==> config.mk <==
export PLATFORM = sky130hd
export DESIGN_NAME = btx_packet_ctrl
export DESIGN_NICKNAME = d
export VERILOG_FILES = /design/src/btx_pkg.sv /design/src/btx_bit_mem.sv /design/src/btx_packet_ctrl.sv
export SDC_FILE = /design/constraint.sdc
export NUM_CORES = 1
export LEC_CHECK = 0
export CORE_ASPECT_RATIO = 0.5
export CORE_MARGIN = 2
export CORE_UTILIZATION = 58
export CTS_CLUSTER_DIAMETER = 50
export CTS_CLUSTER_SIZE = 40
export DETAILED_ROUTE_END_ITERATION = 16
export DONT_BUFFER_PORTS = 1
export PLACE_DENSITY = 0.74
export SLEW_MARGIN = 10
export SYNTH_ARGS = -nofsm -noshare
export SYNTH_HDL_FRONTEND = slang
export SYNTH_SLANG_ARGS = --single-unit
==> constraint.sdc <==
create_clock -name clk -period 13.3 [get_ports clk]
set_clock_uncertainty 0.2 [all_clocks]
set_input_delay 1.33 -clock clk [delete_from_list [all_inputs] [get_ports clk]]
set_output_delay 1.33 -clock clk [all_outputs]
set_load 0.005 [all_outputs]
==> src/btx_pkg.sv <==
// Shared constants, carriers and states of the burst transmitter packet control.
// Assumes a single 20 MHz clock; all times are converted to cycles here.
package btx_pkg;

  localparam int CLK_HZ        = 20_000_000;
  localparam int CLK_PER_US    = CLK_HZ / 1_000_000;

  // Configuration word layout
  localparam int              CFG_W         = 18;
  localparam logic [17:0]     CFG_RESET     = 18'h1_0f04;
  localparam logic [17:0]     CFG_ALL_ONES  = 18'h3_ffff;
  localparam int              CFG_CRC_L     = 17;
  localparam int              CFG_CRC_EN    = 16;
  localparam int              CFG_COMM_MODE = 14;
  localparam int              CFG_RATE      = 13;

  // Packet layout
  localparam int              PKT_BITS      = 256;
  localparam int              PRE_BITS      = 8;
  localparam logic [7:0]      PRE_ADDR0     = 8'h55;
  localparam logic [7:0]      PRE_ADDR1     = 8'haa;
  localparam int              ADDR_MIN      = 8;
  localparam int              ADDR_MAX      = 40;
  localparam int              CRC_SHORT     = 8;
  localparam int              CRC_LONG      = 16;
  localparam logic [15:0]     CRC16_POLY    = 16'h1021;
  localparam logic [7:0]      CRC8_POLY     = 8'h07;
  localparam logic [15:0]     CRC_INIT      = 16'hffff;

  // Timing
  localparam int T_PD2SBY_US   = 3000;
  localparam int T_SB2TX_US    = 195;
  localparam int RATE_LO_BPS   = 250_000;
  localparam int RATE_HI_BPS   = 1_000_000;
  localparam int PD2SBY_CYC    = T_PD2SBY_US * CLK_PER_US;
  localparam int SB2TX_CYC     = T_SB2TX_US * CLK_PER_US;
  localparam int BIT_CYC_LO    = CLK_HZ / RATE_LO_BPS;
  localparam int BIT_CYC_HI    = CLK_HZ / RATE_HI_BPS;

  // Register port map (word indices)
  localparam logic [2:0] REG_CTRL     = 3'h0;
  localparam logic [2:0] REG_ADDR_LO  = 3'h1;
  localparam logic [2:0] REG_ADDR_HI  = 3'h2;
  localparam logic [2:0] REG_STATUS   = 3'h3;
  localparam logic [2:0] REG_CONFIG   = 3'h4;
  localparam logic [2:0] REG_AIRTIME  = 3'h5;
  localparam int         CTRL_PWR_UP  = 0;
  localparam int         ALEN_LSB     = 8;
  localparam logic [5:0] ALEN_RESET   = 6'h28;

  typedef struct packed {
    logic cfg_select;
    logic tx_activate;
    logic serial_clock;
    logic data;
  } btx_pins_t;

  typedef enum logic [7:0] {
    S_POWER_DOWN_STATE = 8'h01,
    S_SETTLE           = 8'h02,
    S_STANDBY_STATE    = 8'h04,
    S_CONFIG           = 8'h08,
    S_LOAD             = 8'h10,
    S_BURST_WAIT       = 8'h20,
    S_SEND             = 8'h40,
    S_DIRECT           = 8'h80
  } btx_state_t;

endpackage

==> src/btx_bit_mem.sv <==
// Payload bit store for one burst packet.
// Assumes one writer and one reader on the same clock; read data is registered.
`timescale 1ns/1ns
`default_nettype none
module btx_bit_mem #(
  parameter int DEPTH = 256,
  parameter int AW    = 8
) (
  input  wire logic          clk,
  input  wire logic          we,
  input  wire logic [AW-1:0] waddr,
  input  wire logic          wdata,
  input  wire logic [AW-1:0] raddr,
  output var  logic          rdata
);
  logic [DEPTH-1:0] mem;

  // No reset: contents are only read after being written
  always_ff @(posedge clk) begin
    if (we) begin
      mem[waddr] <= wdata;
    end
    rdata <= mem[raddr];
  end
endmodule // btx_bit_mem
`default_nettype wire

==> src/btx_packet_ctrl.sv <==
// Transmitter packet assembly and mode sequencing behind the radio port.
// Assumes radio port pins are asynchronous; register port is on clk.
`timescale 1ns/1ns
`default_nettype none
module btx_packet_ctrl
  import btx_pkg::*;
#(
  parameter int PD2SBY_CYCLES = PD2SBY_CYC
) (
  input  wire logic        clk,
  input  wire logic        rst_n,
  input  wire logic        cfg_select,
  input  wire logic        tx_activate,
  input  wire logic        radio_serial_clock,
  input  wire logic        radio_data,
  input  wire logic [2:0]  reg_addr,
  input  wire logic [31:0] reg_wdata,
  input  wire logic        reg_wr,
  input  wire logic        reg_rd,
  output var  logic [31:0] reg_rdata,
  output var  logic        tx_on,
  output var  logic        tx_bit
);
  btx_pins_t  pin_s1_reg, pin_s2_reg, pin_d_reg;
  btx_state_t st_reg, st_next;
  logic [15:0] wait_reg, wait_next;
  logic [6:0]  bitc_reg, bitc_next;
  logic [9:0]  idx_reg, idx_next;
  logic [8:0]  plen_reg, plen_next;
  logic [17:0] cfg_reg, cfg_next, shift_reg, shift_next;
  logic [4:0]  ncfg_reg, ncfg_next;
  logic        valid_reg, valid_next, pwr_reg, pwr_next;
  logic [15:0] crc_reg, crc_next;
  logic        on_reg, on_next, bit_reg, bit_next;
  logic [39:0] addr_reg, addr_next;
  logic [5:0]  alen_reg, alen_next;
  logic [9:0]  last_reg, last_next;
  logic [31:0] rd_reg, rd_next;

  logic        sclk_rise, cs_fall, ce_fall, tick, mem_rd, mem_we, fb, b;
  logic [5:0]  alen;
  logic [4:0]  crc_len;
  logic [8:0]  cap;
  logic [9:0]  a_end, p_end, total;
  logic [6:0]  bit_cyc;
  logic [7:0]  pre, mem_raddr;
  logic [5:0]  ai;
  logic [17:0] mask;

  // Two flops before any pin is looked at
  always_ff @(posedge clk or negedge rst_n) begin
    if (!rst_n) begin
      pin_s1_reg <= '0;
      pin_s2_reg <= '0;
      pin_d_reg  <= '0;
    end else begin
      pin_s1_reg <= {cfg_select, tx_activate, radio_serial_clock, radio_data};
      pin_s2_reg <= pin_s1_reg;
      pin_d_reg  <= pin_s2_reg;
    end
  end

  assign sclk_rise = pin_s2_reg.serial_clock & ~pin_d_reg.serial_clock;
  assign cs_fall   = ~pin_s2_reg.cfg_select & pin_d_reg.cfg_select;
  assign ce_fall   = ~pin_s2_reg.tx_activate & pin_d_reg.tx_activate;

  assign alen = (alen_reg < 6'(ADDR_MIN)) ? 6'(ADDR_MIN) :
                (alen_reg > 6'(ADDR_MAX)) ? 6'(ADDR_MAX) : alen_reg;
  assign crc_len = !cfg_reg[CFG_CRC_EN] ? 5'd0 :
                   cfg_reg[CFG_CRC_L] ? 5'(CRC_LONG) : 5'(CRC_SHORT);
  assign cap     = 9'(PKT_BITS) - 9'(alen) - 9'(crc_len);
  assign a_end   = 10'(PRE_BITS) + 10'(alen);
  assign p_end   = a_end + 10'(plen_reg);
  assign total   = p_end + 10'(crc_len);
  assign bit_cyc = cfg_reg[CFG_RATE] ? 7'(BIT_CYC_HI) : 7'(BIT_CYC_LO);
  assign tick    = (st_reg == S_SEND) && (bitc_reg == 7'd0);
  // preamble picked by first address bit
  assign pre     = addr_reg[alen - 6'd1] ? PRE_ADDR1 : PRE_ADDR0;
  assign ai      = alen - 6'd1 - 6'(idx_reg - 10'(PRE_BITS));
  assign mem_raddr = 8'(idx_reg - a_end);
  assign mem_we  = (st_reg == S_LOAD) && sclk_rise && (plen_reg < cap);
  // only the bits actually shifted are replaced
  assign mask    = ~(CFG_ALL_ONES << ncfg_reg);

  btx_bit_mem #(
    .DEPTH (PKT_BITS),
    .AW    (8)
  ) u_mem (
    .clk   (clk),
    .we    (mem_we),
    .waddr (plen_reg[7:0]),
    .wdata (pin_s2_reg.data),
    .raddr (mem_raddr),
    .rdata (mem_rd)
  );

  always_comb begin
    st_next = st_reg;    wait_next = wait_reg;  bitc_next = bitc_reg;
    idx_next = idx_reg;  plen_next = plen_reg;  cfg_next = cfg_reg;
    shift_next = shift_reg;  ncfg_next = ncfg_reg;  valid_next = valid_reg;
    pwr_next = pwr_reg;  crc_next = crc_reg;    on_next = on_reg;
    bit_next = bit_reg;  addr_next = addr_reg;  alen_next = alen_reg;
    last_next = last_reg;
    rd_next = 32'h0000_0000;
    b = 1'b0;
    fb = 1'b0;
    case (st_reg)
      S_POWER_DOWN_STATE: begin
        on_next = 1'b0;
        if (pwr_reg) begin
          st_next = S_SETTLE;
          wait_next = 16'(PD2SBY_CYCLES - 1);
        end
      end
      // settle in standby before any mode
      S_SETTLE: begin
        if (wait_reg == 16'd0) begin
          st_next = S_STANDBY_STATE;
        end else begin
          wait_next = wait_reg - 16'd1;
        end
      end
      S_STANDBY_STATE: begin
        on_next = 1'b0;
        if (!pwr_reg) begin
          st_next = S_POWER_DOWN_STATE;
        end else if (pin_s2_reg.cfg_select && !pin_s2_reg.tx_activate) begin
          st_next = S_CONFIG;
          ncfg_next = 5'd0;
        // configured device goes straight to active
        end else if (pin_s2_reg.tx_activate && !pin_s2_reg.cfg_select && valid_reg) begin
          // mode bit picks burst or direct
          if (cfg_reg[CFG_COMM_MODE]) begin
            st_next = S_LOAD;
            plen_next = 9'd0;
          end else begin
            st_next = S_DIRECT;
          end
        end
      end
      S_CONFIG: begin
        // MSB first on serial clock rise
        if (sclk_rise) begin
          shift_next = {shift_reg[16:0], pin_s2_reg.data};
          if (ncfg_reg < 5'(CFG_W)) begin
            ncfg_next = ncfg_reg + 5'd1;
          end
        end
        if (cs_fall) begin
          // a valid word is only held once written
          cfg_next = (cfg_reg & ~mask) | (shift_reg & mask);
          valid_next = 1'b1;
          st_next = S_STANDBY_STATE;
        end
      end
      S_LOAD: begin
        if (mem_we) begin
          plen_next = plen_reg + 9'd1;
        end
        if (ce_fall) begin
          st_next = S_BURST_WAIT;
          wait_next = 16'(SB2TX_CYC - 1);
        end
      end
      S_BURST_WAIT: begin
        crc_next = CRC_INIT;
        idx_next = 10'd0;
        bitc_next = 7'd0;
        if (wait_reg == 16'd0) begin
          st_next = S_SEND;
          on_next = 1'b1;
        end else begin
          wait_next = wait_reg - 16'd1;
        end
      end
      S_SEND: begin
        if (!tick) begin
          bitc_next = bitc_reg - 7'd1;
        end else if (idx_reg == total) begin
          last_next = total;
          on_next = 1'b0;
          st_next = S_STANDBY_STATE;
        end else begin
          // sections follow one another by bit index
          if (idx_reg < 10'(PRE_BITS)) begin
            // preamble made here in burst mode
            b = pre[3'd7 - idx_reg[2:0]];
          end else if (idx_reg < a_end) begin
            b = addr_reg[ai];
          end else if (idx_reg < p_end) begin
            b = mem_rd;
          end else begin
            // CRC sent MSB first when enabled
            b = (crc_len == 5'(CRC_LONG)) ? crc_reg[15] : crc_reg[7];
            crc_next = {crc_reg[14:0], 1'b0};
          end
          if (idx_reg >= 10'(PRE_BITS) && idx_reg < p_end) begin
            if (crc_len == 5'(CRC_LONG)) begin
              fb = b ^ crc_reg[15];
              crc_next = {crc_reg[14:0], 1'b0} ^ (fb ? CRC16_POLY : 16'h0000);
            end else begin
              fb = b ^ crc_reg[7];
              crc_next = {8'h00, {crc_reg[6:0], 1'b0} ^ (fb ? CRC8_POLY : 8'h00)};
            end
          end
          bit_next = b;
          idx_next = idx_reg + 10'd1;
          bitc_next = bit_cyc - 7'd1;
        end
      end
      // direct mode passes bits with no CRC or preamble
      S_DIRECT: begin
        on_next = 1'b1;
        bit_next = pin_s2_reg.data;
        if (!pin_s2_reg.tx_activate) begin
          on_next = 1'b0;
          st_next = S_STANDBY_STATE;
        end
      end
      default: begin
        st_next = S_POWER_DOWN_STATE;
        on_next = 1'b0;
      end
    endcase
    if (reg_wr) begin
      case (reg_addr)
        REG_CTRL:    pwr_next = reg_wdata[CTRL_PWR_UP];
        REG_ADDR_LO: addr_next[31:0] = reg_wdata;
        REG_ADDR_HI: begin
          addr_next[39:32] = reg_wdata[7:0];
          alen_next = reg_wdata[ALEN_LSB +: 6];
        end
        default: ;
      endcase
    end
    if (reg_rd) begin
      case (reg_addr)
        REG_CTRL:    rd_next = {31'd0, pwr_reg};
        REG_ADDR_LO: rd_next = addr_reg[31:0];
        REG_ADDR_HI: rd_next = {18'd0, alen_reg, addr_reg[39:32]};
        REG_STATUS:  rd_next = {4'd0, last_reg, plen_reg, valid_reg, st_reg};
        REG_CONFIG:  rd_next = {14'd0, cfg_reg};
        // bits times cycles per bit at chosen rate
        REG_AIRTIME: rd_next = {15'd0, 17'(last_reg * bit_cyc)};
        default:     rd_next = 32'h0000_0000;
      endcase
    end
  end

  always_ff @(posedge clk or negedge rst_n) begin
    if (!rst_n) begin
      st_reg <= S_POWER_DOWN_STATE; wait_reg <= '0; bitc_reg <= '0;
      idx_reg <= '0;   plen_reg <= '0;   cfg_reg <= CFG_RESET;
      shift_reg <= '0; ncfg_reg <= '0;   valid_reg <= 1'b0;
      pwr_reg <= 1'b0; crc_reg <= CRC_INIT; on_reg <= 1'b0;
      bit_reg <= 1'b0; addr_reg <= '0;   alen_reg <= ALEN_RESET;
      last_reg <= '0;  rd_reg <= '0;
    end else begin
      st_reg <= st_next; wait_reg <= wait_next; bitc_reg <= bitc_next;
      idx_reg <= idx_next; plen_reg <= plen_next; cfg_reg <= cfg_next;
      shift_reg <= shift_next; ncfg_reg <= ncfg_next; valid_reg <= valid_next;
      pwr_reg <= pwr_next; crc_reg <= crc_next; on_reg <= on_next;
      bit_reg <= bit_next; addr_reg <= addr_next; alen_reg <= alen_next;
      last_reg <= last_next; rd_reg <= rd_next;
    end
  end

  assign reg_rdata = rd_reg;
  assign tx_on     = on_reg;
  assign tx_bit    = bit_reg;
endmodule // btx_packet_ctrl
`default_nettype wire

==> out/metrics.cfg <==
[yosys]
synth_area_sq_mm=0.02455
yosysUniqueCellTypes=87
synth_seq_cells=467
synth_warnings=0
synth_ff_type=edfxtp_1
synth_cells=2053
synth_edf_count=256
syn_avg_cell_area_sq_um=11.96
syn-num-nets=2216
async_reset_ff_share_pct=44.97
synth_seq_area_share_pct=52.93

[clocking]
root_buffer=clkbuf_16
clk_latency_ns=0.62
numCtsBuffers=30
cts_resized=0
htree_levels=1
tritoncts=built
cts_buffer_depth=3
post_cts_buffers=0
clk_pin_slew_ns=0.10
hold_buffers=0
clock_sinks=467

[grt]
grt_pass1_vias=16080
grt_max_degree=211
use_met3_pct=5.421
overflow=0
grtUsageTotal_pct=28.00
grt_use_met1_pct=40.38
grt_pass1_wl_um=93690
use_met2_pct=44.34
busiest_layer=met2
antenna_found_initial=1

[floorplanning]
ioPinCount=77
die_y_um=149.5
fp.dieArea_sq_mm=0.04408
die_width_um=294.9
rows=53
core-area_sq_mm=0.04184
initial_core_util_pct=58.66

[critical_path]
arrival_ns=6.50
critPathLaunch=alen_reg[5]$_DFFE_PN1P_
endpoint_kind=register
worstSetupPathType=reg -> reg
cp_max_fo=14
timing.rr.start=alen_reg[5]$_DFFE_PN1P_
crit_path_start_kind=register
crit_required_ns=13.57

[pwr]
clkPwrFrac_pct=28.0
p_leak_nw=10.01
power_frac_seq_pct=44.5
p_comb_share_pct=27.5
p_int_mw=2.599
p_sw_share_pct=30.14
p_sw_mw=1.121
powerDensity_mw_per_mm2=142.2
power_mw=3.719
irDropWorstVdd_mv=0.1003

[detailed_routing]
drc=0
wirelength_um=60280
dr_total_vias=16530
drtPass1Iterations=8
drt_iter0_markers=2048
routed_via_density=6.346
ant_nets=0
drt-wirelength-per-cell_um=23.15

[sta]
timing.fmax_mhz=160.5
finalCriticalPeriod_ns=6.231
finalSetupViolations=0
rsz0062_at_grt=false
slew_violations=0
relSlewSlack_pct=21.29
final.setup.tns_ns=0
timing_hold_violations_final=0
fin_ws_ns=7.069
tightest_slew_ns=1.180
fin_worst_hold_slack_ns=0.1504
period_share_pct=46.85

[worst_hold_path]
hold_class=reg -> reg
min_from=pin_s1_reg[0]$_DFF_PN0_

[finish]
diodes=0
final_nets=2166
final_layout_size_suffix_gt1_share_pct=15.34
largest_register_ffs=256
syn2layout_area_growth_pct=6.529
final_cell_mix=346 x nor2_1, 256 x edfxtp_1, 184 x dfrtp_1, 140 x nand2_1, 108 x ha_1
layout_commonest_cell=nor2_1
layout.cells.non_filler=2604

[flow_run]
max_cap_viol_count=0

[placed_design]
dp_slack_ns=7.146
place_hpwl_um=40300
io_buffers=0
globalplace.congestion=0.9493
placed_cells=2548

[outcome]
status=finished clean

## metrics by stage
stage | area (sq um) | utilization (%)
after floorplan | 24550 | -
after global placement | 25070 | 59.91
after detailed placement | 25070 | 59.91
after CTS | 26150 | 62.49
after global routing | 26150 | 62.49
final | 26150 | 62.49
## metal layers
| metal | wire length [um] | vias up | part of all wire, % |
|---|---|---|---|
| met3 | 5022 | 111 | 8.3 |
| li1 | - | 7338 | - |
| met4 | 1537 | 0 | 2.5 |
| met1 | 25400 | 8418 | 42 |
| met5 | 0 | - | 0 |
| met2 | 28320 | 659 | 47 |
## path summary, 6_finish.rpt
| kind | end | slack [ns] | cells after the start |
|---|---|---|---|
| setup / recovery | last_reg[0]$_DFFE_PN0P_ | 7.07 | 17 |
| hold / removal | pin_s2_reg[0]$_DFF_PN0_ | 0.15 | 0 |
| setup reg to reg | last_reg[0]$_DFFE_PN0P_ | 7.07 | 17 |
| hold reg to reg | pin_s2_reg[0]$_DFF_PN0_ | 0.15 | 0 |
| max in group asynchronous | alen_reg[3]$_DFFE_PN1P_ | 12.33 | 0 |
| min in group asynchronous | wait_reg[9]$_DFFE_PN0P_ | 0.23 | 0 |
## synthesized netlist by cell type (12+ instances only)
master	count	share of area, %
nor2_1	346	5.3
edfxtp_1	256	31
dfrtp_1	185	19
nand2_1	140	2.1
ha_1	109	5.6
mux4_2	106	9.7
inv_1	90	1.4
clkbuf_1	85	1.3
a21oi_1	77	1.6
mux2_2	66	3.0
nor2b_1	39	0.99
xnor2_1	34	1.2
nor3_1	31	0.63
o21ai_0	31	0.63
mux2i_1	30	1.2
nand3_1	29	0.59
a22oi_1	27	0.83
dfstp_2	25	2.7
nand2b_1	22	0.56
o21ai_1	22	0.45
nand4_1	20	0.51
a21o_1	16	0.49
a31oi_1	14	0.36
and2_1	14	0.36
and3_1	12	0.31
buf_1	12	0.18
o31ai_1	12	0.37
## worst max-delay path: stages, from the launching register on
cell and delay [ns]:
dfstp_2 0.65, or3_1 0.15, and3_1 0.58, ha_1 0.31, inv_1 0.06, fa_1 0.40
and2b_1 0.24, o21ai_0 0.08, nand2b_1 0.09, xor2_1 0.22, inv_1 0.12, fa_1 0.53
nor4_2 0.40, xnor3_1 0.19, nand3_1 0.10, or3_1 0.67, nor2_1 0.69, mux2_1 0.38
## kinds of logic after synthesis
group	count (synthesis)	share of synthesized area [%]
AO/OA/AOI/OAI	292	7.931
XOR/XNOR	49	1.947
adder cells (fa/ha/maj)	120	6.453
buffers and inverters	206	3.379
flip-flops	467	52.93
multiplexers	208	14.25
other	2	0.03059
AND/OR/NAND/NOR	709	13.07
## layout make-up
type	count	area (sq um)
fillers	3252	15690
flip-flops and latches	467	13000
multi-input cells	1380	10770
clock buffers	38	853.3
well taps	577	721.9
inverters	92	345.3
repair buffers	32	240.2
clock inverters	18	226.5
## power by group through the flow
stage	clock network (mW)	registers, mW	logic, mW
5_1_grt	1.11	1.66	1.10
4_1_cts	1.05	1.65	1.03
2_1_floorplan	0	1.64	0.804
3_3_place_gp	0	1.68	1.00
6_report	1.04	1.66	1.02
3_5_place_dp	0	1.68	1.02
Note: power is estimated with default switching activity, not from simulation.
